File: config.mk
export PLATFORM = sky130hd
export DESIGN_NAME = vbis_top
export DESIGN_NICKNAME = d
export VERILOG_FILES = /design/src/logic/vbis_pkg.sv /design/src/logic/vbis_top.sv
export SDC_FILE = /design/constraint.sdc
export NUM_CORES = 2
export LEC_CHECK = 0
export BUFFER_PORTS_ARGS = -buffer_cell sky130_fd_sc_hd__buf_2
export CAP_MARGIN = 20
export CORE_ASPECT_RATIO = 0.6
export CORE_UTILIZATION = 65
export DETAILED_ROUTE_END_ITERATION = 12
export GPL_ROUTABILITY_DRIVEN = 0
export PLACE_DENSITY = 0.81
export SYNTH_ARGS = -nofsm -noshare
export SYNTH_HDL_FRONTEND = slang
export SYNTH_SLANG_ARGS = --single-unit
File: constraint.sdc
create_clock -name mclk_i -period 4.2 [get_ports mclk_i]
set_input_delay 0 -clock mclk_i [delete_from_list [all_inputs] [get_ports mclk_i]]
set_output_delay 0 -clock mclk_i [all_outputs]
set_load 0.02 [all_outputs]
File: src/logic/vbis_pkg.sv
// Package of constants and carrier types for the caption and teletext interrupt status block.
package vbis_pkg;

  // ---------------------------------------------------------------------------
  // Register offsets on the host register port
  // ---------------------------------------------------------------------------
  localparam logic [7:0] VBIS_OFS_TTX_DATA  = 8'hb0;
  localparam logic [7:0] VBIS_OFS_BUF_STAT  = 8'hb3;
  localparam logic [7:0] VBIS_OFS_THRESH    = 8'hb4;
  localparam logic [7:0] VBIS_OFS_INT_LINE  = 8'hb5;
  localparam logic [7:0] VBIS_OFS_FIFO_CTRL = 8'hb6;
  localparam logic [7:0] VBIS_OFS_INT_STAT  = 8'hc0;
  localparam logic [7:0] VBIS_OFS_INT_EN    = 8'hc1;
  localparam logic [7:0] VBIS_OFS_INT_CFG   = 8'hc2;

  // ---------------------------------------------------------------------------
  // Field positions
  // ---------------------------------------------------------------------------
  localparam int VBIS_ST_TTX_DATA   = 0;
  localparam int VBIS_ST_TTX_THRESH = 1;
  localparam int VBIS_ST_CC_EVEN    = 2;
  localparam int VBIS_ST_CC_ODD     = 3;
  localparam int VBIS_ST_BUS_ERR    = 4;
  localparam int VBIS_ST_CYC_DONE   = 5;
  localparam int VBIS_ST_LOCK_CHG   = 6;
  localparam int VBIS_ST_LOCK_NOW   = 7;
  localparam int VBIS_FC_FIFO_RESET = 0;
  localparam int VBIS_FC_READOUT_EN = 1;
  localparam int VBIS_FC_RD_PROG    = 3;
  localparam int VBIS_IL_DATA_REQ   = 5;
  localparam int VBIS_CFG_IRQ_STATE = 1;

  // ---------------------------------------------------------------------------
  // Reset values and sizes
  // ---------------------------------------------------------------------------
  localparam logic [4:0] VBIS_INT_LINE_RST = 5'h18;
  localparam logic [3:0] VBIS_THRESH_RST   = 4'h5;
  localparam logic       VBIS_DATA_REQ_RST = 1'b1;
  localparam logic [7:0] VBIS_INT_EN_RST   = 8'h00;
  localparam int         VBIS_FIFO_AW      = 8;
  localparam int         VBIS_FIFO_DEPTH   = 256;

  // ---------------------------------------------------------------------------
  // Carrier types
  // ---------------------------------------------------------------------------
  typedef struct packed {
    logic [7:0] addr;
    logic       wr;
    logic       rd;
    logic [7:0] wdata;
  } vbis_host_req_s;

  typedef struct packed {
    logic       valid;
    logic [7:0] data;
    logic       last;
  } vbis_ttx_in_s;

endpackage : vbis_pkg

File: src/logic/vbis_top.sv
// Interrupt status, mask and teletext FIFO control logic of the video decoder.
// Summary of operation
// - Teletext data bit sets when buffer holds a transaction on the interrupt line.
// - Teletext threshold bit sets once buffered transactions reach the threshold count.
// - Bus error bit sets when the host interface reports an illegal access.
// - Cycle complete bit reads zero during a host cycle, one afterwards.
// - Lock change bit sets on every rising or falling horizontal lock edge.
// - Top status bit follows the present horizontal lock state live.
// - Latched status bits stay set until the host writes one to them; a FIFO reset also clears the two teletext bits.
// - Interrupt line, checked at line start, gates teletext data and caption bits; zero disables.
// - Threshold count is programmable and resets to five transactions.
// - Enable mask gates only the interrupt pin, never the status bits.
`timescale 1ns/1ps

module vbis_top (
  input  wire logic                    mclk_i,
  input  wire logic                    rstn_i,
  input  wire vbis_pkg::vbis_host_req_s host_req_i,
  input  wire logic                    host_busy_i,
  input  wire logic                    host_illegal_i,
  input  wire vbis_pkg::vbis_ttx_in_s  ttx_in_i,
  input  wire logic [5:0]              ttx_txn_len_i,
  input  wire logic                    line_start_i,
  input  wire logic [9:0]              line_number_i,
  input  wire logic                    cc_odd_avail_i,
  input  wire logic                    cc_even_avail_i,
  input  wire logic                    horizontal_lock_i,
  output logic [7:0]                   host_rdata_o,
  output logic                         irq_o,
  output logic                         ttx_full_o
);
  import vbis_pkg::*;

  typedef struct packed {
    logic [6:0]          stat;
    logic [7:0]          int_en;
    logic [3:0]          thresh;
    logic [4:0]          int_line;
    logic                data_req;
    logic                readout_en;
    logic [VBIS_FIFO_AW:0] wptr;
    logic [VBIS_FIFO_AW:0] rptr;
    logic [3:0]          txn_cnt;
    logic [5:0]          rd_bytes;
    logic [7:0]          last_byte;
    logic [7:0]          rdata;
    logic                irq;
    logic                full;
    logic                lock_q;
    logic                busy_q;
  } vbis_state_s;

  vbis_state_s st_ff;
  vbis_state_s nxt_st;
  logic [7:0]  fifo_mem [VBIS_FIFO_DEPTH];
  logic [1:0]  rst_sync_ff;
  logic        rstn_int;

  // ---------------------------------------------------------------------------
  // Reset release
  // ---------------------------------------------------------------------------
  // Reset asserts at once but leaves on the clock, so no flop sees a ragged release.
  always_ff @(posedge mclk_i or negedge rstn_i) begin
    if (!rstn_i) begin
      rst_sync_ff <= 2'b00;
    end else begin
      rst_sync_ff <= {rst_sync_ff[0], 1'b1};
    end
  end
  assign rstn_int = rst_sync_ff[1];

  // ---------------------------------------------------------------------------
  // Decode helpers
  // ---------------------------------------------------------------------------
  // True when the host request is a write to the given offset.
  function automatic logic is_wr(input vbis_host_req_s r, input logic [7:0] ofs);
    return r.wr && (r.addr == ofs);
  endfunction

  logic                  empty;
  logic                  push;
  logic                  pop;
  logic                  txn_in;
  logic                  txn_out;
  logic                  line_hit;
  logic                  fifo_rst;
  logic [7:0]            stat_rd;
  logic [7:0]            buf_rd;
  logic [7:0]            clr_mask;

  // ---------------------------------------------------------------------------
  // Next state
  // ---------------------------------------------------------------------------
  always_comb begin
    nxt_st   = st_ff;
    empty    = (st_ff.wptr == st_ff.rptr);
    fifo_rst = is_wr(host_req_i, VBIS_OFS_FIFO_CTRL) && host_req_i.wdata[VBIS_FC_FIFO_RESET];
    push     = ttx_in_i.valid && !st_ff.full;
    pop      = host_req_i.rd && (host_req_i.addr == VBIS_OFS_TTX_DATA) && st_ff.readout_en && !empty;
    txn_in   = push && ttx_in_i.last && (st_ff.txn_cnt != 4'hf);
    txn_out  = pop && (st_ff.rd_bytes + 6'h01 >= ttx_txn_len_i) && (st_ff.txn_cnt != 4'h0);
    // Lines number from one, so a zero line setting never matches.
    line_hit = line_start_i && (st_ff.int_line != 5'h00)
               && (line_number_i == {5'h00, st_ff.int_line});
    clr_mask = is_wr(host_req_i, VBIS_OFS_INT_STAT) ? host_req_i.wdata : 8'h00;

    // Live bits are built at read time rather than stored as sticky flags.
    stat_rd = {st_ff.lock_q, st_ff.stat[VBIS_ST_LOCK_CHG], !st_ff.busy_q, st_ff.stat[4:0]};
    stat_rd[VBIS_ST_CYC_DONE] = !st_ff.busy_q;
    stat_rd[VBIS_ST_LOCK_NOW] = st_ff.lock_q;
    buf_rd  = {1'b0, 1'b0, 1'b0, st_ff.txn_cnt, (st_ff.txn_cnt != 4'h0)};
    buf_rd[1] = st_ff.full;
    buf_rd[5:2] = st_ff.txn_cnt;

    // Sticky status: clear first, then let any new event win the same cycle; a FIFO reset still beats the two teletext events.
    nxt_st.stat = st_ff.stat & ~clr_mask[6:0];
    if (line_hit && (st_ff.txn_cnt != 4'h0 || !st_ff.data_req)) begin
      nxt_st.stat[VBIS_ST_TTX_DATA] = 1'b1;
    end
    if (st_ff.txn_cnt >= st_ff.thresh && st_ff.txn_cnt != 4'h0) begin
      nxt_st.stat[VBIS_ST_TTX_THRESH] = 1'b1;
    end
    if (line_hit && cc_even_avail_i) begin
      nxt_st.stat[VBIS_ST_CC_EVEN] = 1'b1;
    end
    if (line_hit && cc_odd_avail_i) begin
      nxt_st.stat[VBIS_ST_CC_ODD] = 1'b1;
    end
    if (host_illegal_i) begin
      nxt_st.stat[VBIS_ST_BUS_ERR] = 1'b1;
    end
    nxt_st.stat[VBIS_ST_CYC_DONE] = 1'b0;
    if (horizontal_lock_i != st_ff.lock_q) begin
      nxt_st.stat[VBIS_ST_LOCK_CHG] = 1'b1;
    end
    nxt_st.lock_q = horizontal_lock_i;
    nxt_st.busy_q = host_busy_i;

    // Configuration writes.
    if (is_wr(host_req_i, VBIS_OFS_THRESH)) begin
      nxt_st.thresh = host_req_i.wdata[3:0];
    end
    if (is_wr(host_req_i, VBIS_OFS_INT_LINE)) begin
      nxt_st.int_line = host_req_i.wdata[4:0];
      nxt_st.data_req = host_req_i.wdata[VBIS_IL_DATA_REQ];
    end
    if (is_wr(host_req_i, VBIS_OFS_INT_EN)) begin
      nxt_st.int_en = {1'b0, host_req_i.wdata[6:0]};
    end
    if (is_wr(host_req_i, VBIS_OFS_FIFO_CTRL)) begin
      nxt_st.readout_en = host_req_i.wdata[VBIS_FC_READOUT_EN];
    end

    // FIFO pointers and the complete-transaction count.
    if (push) begin
      nxt_st.wptr = st_ff.wptr + 9'h001;
    end
    if (pop) begin
      nxt_st.rptr      = st_ff.rptr + 9'h001;
      nxt_st.last_byte = fifo_mem[st_ff.rptr[VBIS_FIFO_AW-1:0]];
      nxt_st.rd_bytes  = txn_out ? 6'h00 : st_ff.rd_bytes + 6'h01;
    end
    nxt_st.txn_cnt = st_ff.txn_cnt + {3'h0, txn_in} - {3'h0, txn_out};
    if (fifo_rst) begin
      nxt_st.wptr     = '0;
      nxt_st.rptr     = '0;
      nxt_st.txn_cnt  = 4'h0;
      nxt_st.rd_bytes = 6'h00;
      nxt_st.stat[VBIS_ST_TTX_DATA]   = 1'b0;
      nxt_st.stat[VBIS_ST_TTX_THRESH] = 1'b0;
    end
    nxt_st.full = (nxt_st.wptr[VBIS_FIFO_AW] != nxt_st.rptr[VBIS_FIFO_AW])
                  && (nxt_st.wptr[VBIS_FIFO_AW-1:0] == nxt_st.rptr[VBIS_FIFO_AW-1:0]);

    // Mask reaches the pin only; the status bits above ignore it.
    nxt_st.irq = |({stat_rd[7], stat_rd[6:0]} & st_ff.int_en);

    // Read data is registered, one cycle after the read strobe.
    nxt_st.rdata = 8'h00;
    if (host_req_i.rd) begin
      if (host_req_i.addr == VBIS_OFS_TTX_DATA) begin
        nxt_st.rdata = pop ? fifo_mem[st_ff.rptr[VBIS_FIFO_AW-1:0]] : st_ff.last_byte;
      end else if (host_req_i.addr == VBIS_OFS_BUF_STAT) begin
        nxt_st.rdata = buf_rd;
      end else if (host_req_i.addr == VBIS_OFS_THRESH) begin
        nxt_st.rdata = {4'h0, st_ff.thresh};
      end else if (host_req_i.addr == VBIS_OFS_INT_LINE) begin
        nxt_st.rdata = {2'h0, st_ff.data_req, st_ff.int_line};
      end else if (host_req_i.addr == VBIS_OFS_FIFO_CTRL) begin
        nxt_st.rdata = {4'h0, (st_ff.rd_bytes != 6'h00), 1'b0, st_ff.readout_en, 1'b0};
      end else if (host_req_i.addr == VBIS_OFS_INT_STAT) begin
        nxt_st.rdata = stat_rd;
      end else if (host_req_i.addr == VBIS_OFS_INT_EN) begin
        nxt_st.rdata = st_ff.int_en;
      end else if (host_req_i.addr == VBIS_OFS_INT_CFG) begin
        nxt_st.rdata = {6'h00, st_ff.irq, 1'b0};
      end else begin
        nxt_st.rdata = 8'h00;
      end
    end
  end

  // ---------------------------------------------------------------------------
  // State register and FIFO storage
  // ---------------------------------------------------------------------------
  always_ff @(posedge mclk_i or negedge rstn_int) begin
    if (!rstn_int) begin
      st_ff          <= '0;
      st_ff.int_en   <= VBIS_INT_EN_RST;
      st_ff.thresh   <= VBIS_THRESH_RST;
      st_ff.int_line <= VBIS_INT_LINE_RST;
      st_ff.data_req <= VBIS_DATA_REQ_RST;
    end else begin
      st_ff <= nxt_st;
    end
  end

  // Storage has no reset; the pointers alone decide what is valid.
  always_ff @(posedge mclk_i) begin
    if (push) begin
      fifo_mem[st_ff.wptr[VBIS_FIFO_AW-1:0]] <= ttx_in_i.data;
    end
  end

  assign host_rdata_o = st_ff.rdata;
  assign irq_o        = st_ff.irq;
  assign ttx_full_o   = st_ff.full;

  // ---------------------------------------------------------------------------
  // Assertions
  // ---------------------------------------------------------------------------
  ttx_data_gate_a: assert property (@(posedge mclk_i) disable iff (!rstn_int)
    $rose(st_ff.stat[VBIS_ST_TTX_DATA]) |-> $past(line_hit))
    else $error("teletext data bit set off the interrupt line");
  thresh_set_a: assert property (@(posedge mclk_i) disable iff (!rstn_int)
    (st_ff.txn_cnt >= st_ff.thresh && st_ff.txn_cnt != 4'h0 && !fifo_rst) |=> st_ff.stat[VBIS_ST_TTX_THRESH])
    else $error("threshold bit missed");
  bus_err_set_a: assert property (@(posedge mclk_i) disable iff (!rstn_int)
    host_illegal_i |=> st_ff.stat[VBIS_ST_BUS_ERR])
    else $error("bus error not latched");
  // A cycle open one clock before a status read must show as not complete.
  cycle_done_a: assert property (@(posedge mclk_i) disable iff (!rstn_int)
    host_busy_i ##1 (host_req_i.rd && host_req_i.addr == VBIS_OFS_INT_STAT) |=>
      !host_rdata_o[VBIS_ST_CYC_DONE])
    else $error("cycle complete read as one during a cycle");
  lock_edge_a: assert property (@(posedge mclk_i) disable iff (!rstn_int)
    $changed(horizontal_lock_i) |=> st_ff.stat[VBIS_ST_LOCK_CHG])
    else $error("lock change not flagged");
  lock_live_a: assert property (@(posedge mclk_i) disable iff (!rstn_int)
    host_req_i.rd && host_req_i.addr == VBIS_OFS_INT_STAT |=> host_rdata_o[7] == $past(st_ff.lock_q))
    else $error("lock state bit stale");
  fifo_reset_a: assert property (@(posedge mclk_i) disable iff (!rstn_int)
    fifo_rst |=> (st_ff.txn_cnt == 4'h0 && st_ff.rptr == '0 && st_ff.wptr == '0
                  && !st_ff.stat[VBIS_ST_TTX_DATA] && !st_ff.stat[VBIS_ST_TTX_THRESH]))
    else $error("fifo reset incomplete");
  sticky_hold_a: assert property (@(posedge mclk_i) disable iff (!rstn_int)
    st_ff.stat[VBIS_ST_BUS_ERR] && !clr_mask[VBIS_ST_BUS_ERR] |=> st_ff.stat[VBIS_ST_BUS_ERR])
    else $error("status bit lost without a clear");
  line_zero_a: assert property (@(posedge mclk_i) disable iff (!rstn_int)
    (st_ff.int_line == 5'h00) && !st_ff.stat[VBIS_ST_CC_ODD] |=> !st_ff.stat[VBIS_ST_CC_ODD])
    else $error("line zero did not disable");
  mask_pin_a: assert property (@(posedge mclk_i) disable iff (!rstn_int)
    (st_ff.int_en == 8'h00) ##1 (st_ff.int_en == 8'h00) |-> !irq_o)
    else $error("masked condition reached the pin");

endmodule : vbis_top

==> reports/results.tsv <==
stage	metric	value	unit
critical_path	Crit Path Category	reg2reg	
floorplanning	Die X	466	um
place	port bufs	60	
cts	insertion delay to the later sink of the worst-skew pair	0.85	ns
cts	Root Buffer	clkbuf_16	
critical_path	WP buf/inv	3	
run_status	outcome	complete, no violations	
logic_synthesis	Post-synth EDFFs	2048	
logic_synthesis	ys flop type	edfxtp_1	
worst_hold_path	min-delay worst type	in2async	
global_route	met3 GRT Util	14.7	%
cts	clk buf depth	3	
sta	worst clock skew	0.0423	ns
drt	antenna viol nets, final	0	
critical_path	Critical Path Max Stage Delay	0.82	ns
place	DP Worst Slack	-0.0927	ns
logic_synthesis	post-synthesis sequential area ratio	75.5	%
drt	final WL	239	mm
critical_path	Top Family by Delay on Critical Path	compound AO/OA/AOI/OAI gates	
sta	final worst setup slack	0.0117	ns
floorplanning	Initial Util	66.0	%
cts	CTS tree	done	
sta	max frequency	0.239	GHz
cts	H-Tree Depth	4	
drt	drc violations	0	
cts	CTS Sinks	2122	
logic_synthesis	mapped cell area	0.0840	sq mm
critical_path	critical path startpoint category	register	
drt	Starting DRT DRC Count	8652	
critical_path	CP endpoint kind	register	
global_route	initial antenna violation count	14	
sta	worst slew pin tran	1.29	ns
global_route	global routing's busiest layer	met2	
sta	Final min period	4.19	ns
place	DP HPWL	142	mm
flow_run	Max-Cap Viols	0	
logic_synthesis	synthesized area per cell	20.1	sq um
sta	RSZ-0062 raised after global routing	no	
cells_and_area	Finished Layout Cells	6342	
drt	per-cell routed wire length	37.7	um
floorplanning	# rows	101	
cells_and_area	cell area after layout	0.0935	sq mm
power	PwrDens	446	mW/mm^2
logic_synthesis	Ys Warns	0	
logic_synthesis	distinct cell type count after synthesis	77	
critical_path	slowest stage cell, crit path	dfrtp_4	
power	overall power	41.7	mW
place	DP Area	0.0875	sq mm
floorplanning	Die Y	280	um
cts	clk slew on worst S/H paths	0.07	ns
critical_path	worst-path fanout max	46	
cells_and_area	share of cells above drive strength 1	23.6	%
floorplanning	# IOs	62	
drt	DRT Pass-1 Iters	8	
floorplanning	Placeable Area	0.127	sq mm
global_route	met1 Usage GRT	51.5	%
logic_synthesis	Synth Register Bits	2122	
sta	final setup fails	0	
floorplanning	die area	0.131	sq mm
critical_path	Cell Chain, Critical Path	buf_12 -> or3b_1 -> buf_4 -> o22ai_1 -> a211oi_1 -> a211oi_1 -> o31ai_1 -> buf_4 -> o221ai_1 -> o21a_1 -> o211a_1	
power	largest vdd supply drop	557	uV
place	placed cell count	5958	
sta	fin crit share	99.7	%
global_route	number of global-route vias before repair	46000	
sta	Slew Viols, Final	0	
logic_synthesis	Mapped Cells	4176	
logic_synthesis	syn nets	4252	
global_route	first-pass GRT wire length	337	mm
cts	CTS Buf Count	171	
global_route	grt met2 use	53.4	%
cells_and_area	P&R area growth vs syn	11.3	%
sta	Slew headroom	13.8	%
drt	detailed-route vias per instance	7.37	
sta	Fin. Hold Viols	0	
power	LEAKAGE	28.9	nW
drt	via count	46700	
global_route	largest net degree at the start of global routing	146	
global_route	gr ovfl total	0	
cells_and_area	nets	4567	
critical_path	critical path data required time	4.90	ns
sta	hold slack	0.0511	ns
logic_synthesis	asr flop ratio synth	3.49	%
critical_path	Worst EP arrival	4.89	ns
global_route	GR Util All Layers	37.2	%
cells in the mapped netlist (26+ instances only):
library cell	n	area, sq um
edfxtp_1	2048	61500
dfrtp_1	69	1730
mux4_2	474	10700
a22oi_1	58	435
o21ai_0	40	200
xnor2_1	30	263
o22ai_1	29	181
buf_2	61	305
nand3_1	44	220
nor2_1	330	1240
mux2i_1	212	2120
clkbuf_1	100	375
nand2_1	159	597
inv_1	29	109
buf_4	32	240
a21oi_1	52	260
mux2_2	26	293
power by group:
part           internal, mW  total [mW]  switching, mW
logic                 0.546        2.13           1.58
registers              23.4        23.6          0.185
clock network          8.32        16.0           7.66
per-layer routing:
layer,share of wire [%],wire [um]
met1,33,79700
met2,44,105000
met3,18,43000
met4,4.7,11200
met5,0.058,138
final timing paths:
kind                                                from                   endpoint  slack, ns  cells after the start
worst max-delay path                 st_ff[31]$_DFF_PN0_  host_rdata_o[5]$_DFF_PN0_       0.01                     11
worst min-delay path                              rstn_i   rst_sync_ff[1]$_DFF_PN0_       0.05                      3
worst max register to register       st_ff[31]$_DFF_PN0_  host_rdata_o[5]$_DFF_PN0_       0.01                     11
worst min register to register  rst_sync_ff[0]$_DFF_PN0_   rst_sync_ff[1]$_DFF_PN0_       0.37                      0
max in group asynchronous       rst_sync_ff[1]$_DFF_PN0_        st_ff[32]$_DFF_PN0_       2.99                      0
min in group mclk_i                        host_req_i[4]      st_ff[63]$_DFFE_PN0P_       0.07                      3
sequential cells by signal (all words and copies together), names as in the netlist:
register,count
fifo_mem,2048
st_ff,58
rst_sync_ff,2
buf_rd,4
irq_o,1
host_rdata_o,8
ttx_full_o,1
cells in the final DEF (no fill, tap or decap), types with 35 or more instances in the layout:
master | Yosys | final
a21oi_1 | 52 | 52
a22oi_1 | 58 | 58
buf_12 | 0 | 35
buf_2 | 61 | 52
buf_4 | 32 | 240
clkbuf_1 | 100 | 54
clkbuf_16 | 0 | 172
clkinv_1 | 0 | 37
dfrtp_1 | 69 | 62
dlygate4sd3_1 | 0 | 53
edfxtp_1 | 2048 | 2048
mux2i_1 | 212 | 212
mux4_2 | 474 | 474
nand2_1 | 159 | 159
nand3_1 | 44 | 44
nor2_1 | 330 | 327
o21ai_0 | 40 | 40
cell type report:
type	count	area, sq um
flip-flops and latches	2122	63400
diodes	7	17.5
multi-input cells	1777	19100
inverters	29	116
fillers	6579	33800
repair buffers	390	3420
clock inverters	91	810
well taps	1699	2130
clock buffers	227	4520
kinds of logic after synthesis:
| kind of cell | Yosys count | share of synthesized area, % |
|---|---|---|
| AO/OA/AOI/OAI | 348 | 2.91 |
| adder cells (fa/ha/maj) | 24 | 0.367 |
| XOR/XNOR | 42 | 0.455 |
| buffers and inverters | 277 | 1.86 |
| flip-flops | 2122 | 75.5 |
| AND/OR/NAND/NOR | 649 | 3.33 |
| multiplexers | 713 | 15.6 |
| other | 1 | 0.00447 |
timing repair:
item                                    in CTS  in global routing
resized for setup                            1                  1
buffers inserted                             0                  4
endpoints found under the hold margin      563                  0
hold buffers                                53                  0
endpoints found under the setup margin       1                  3
tightest hold or removal path, cell delays in order:
cell and delay (ns):
dlygate4sd3_1 0.53, buf_2 0.10, dlygate4sd3_1 0.58
through the flow:
step / utilization [%] / setup TNS [ns]
after floorplan: - / 0
after detailed placement: 68.8 / -0.0927
final: 73.5 / 0
after global routing: 73.4 / 0
after global placement: 68.8 / -0.224
after CTS: 73.4 / 0
Note: power is estimated with default switching activity, not from simulation.
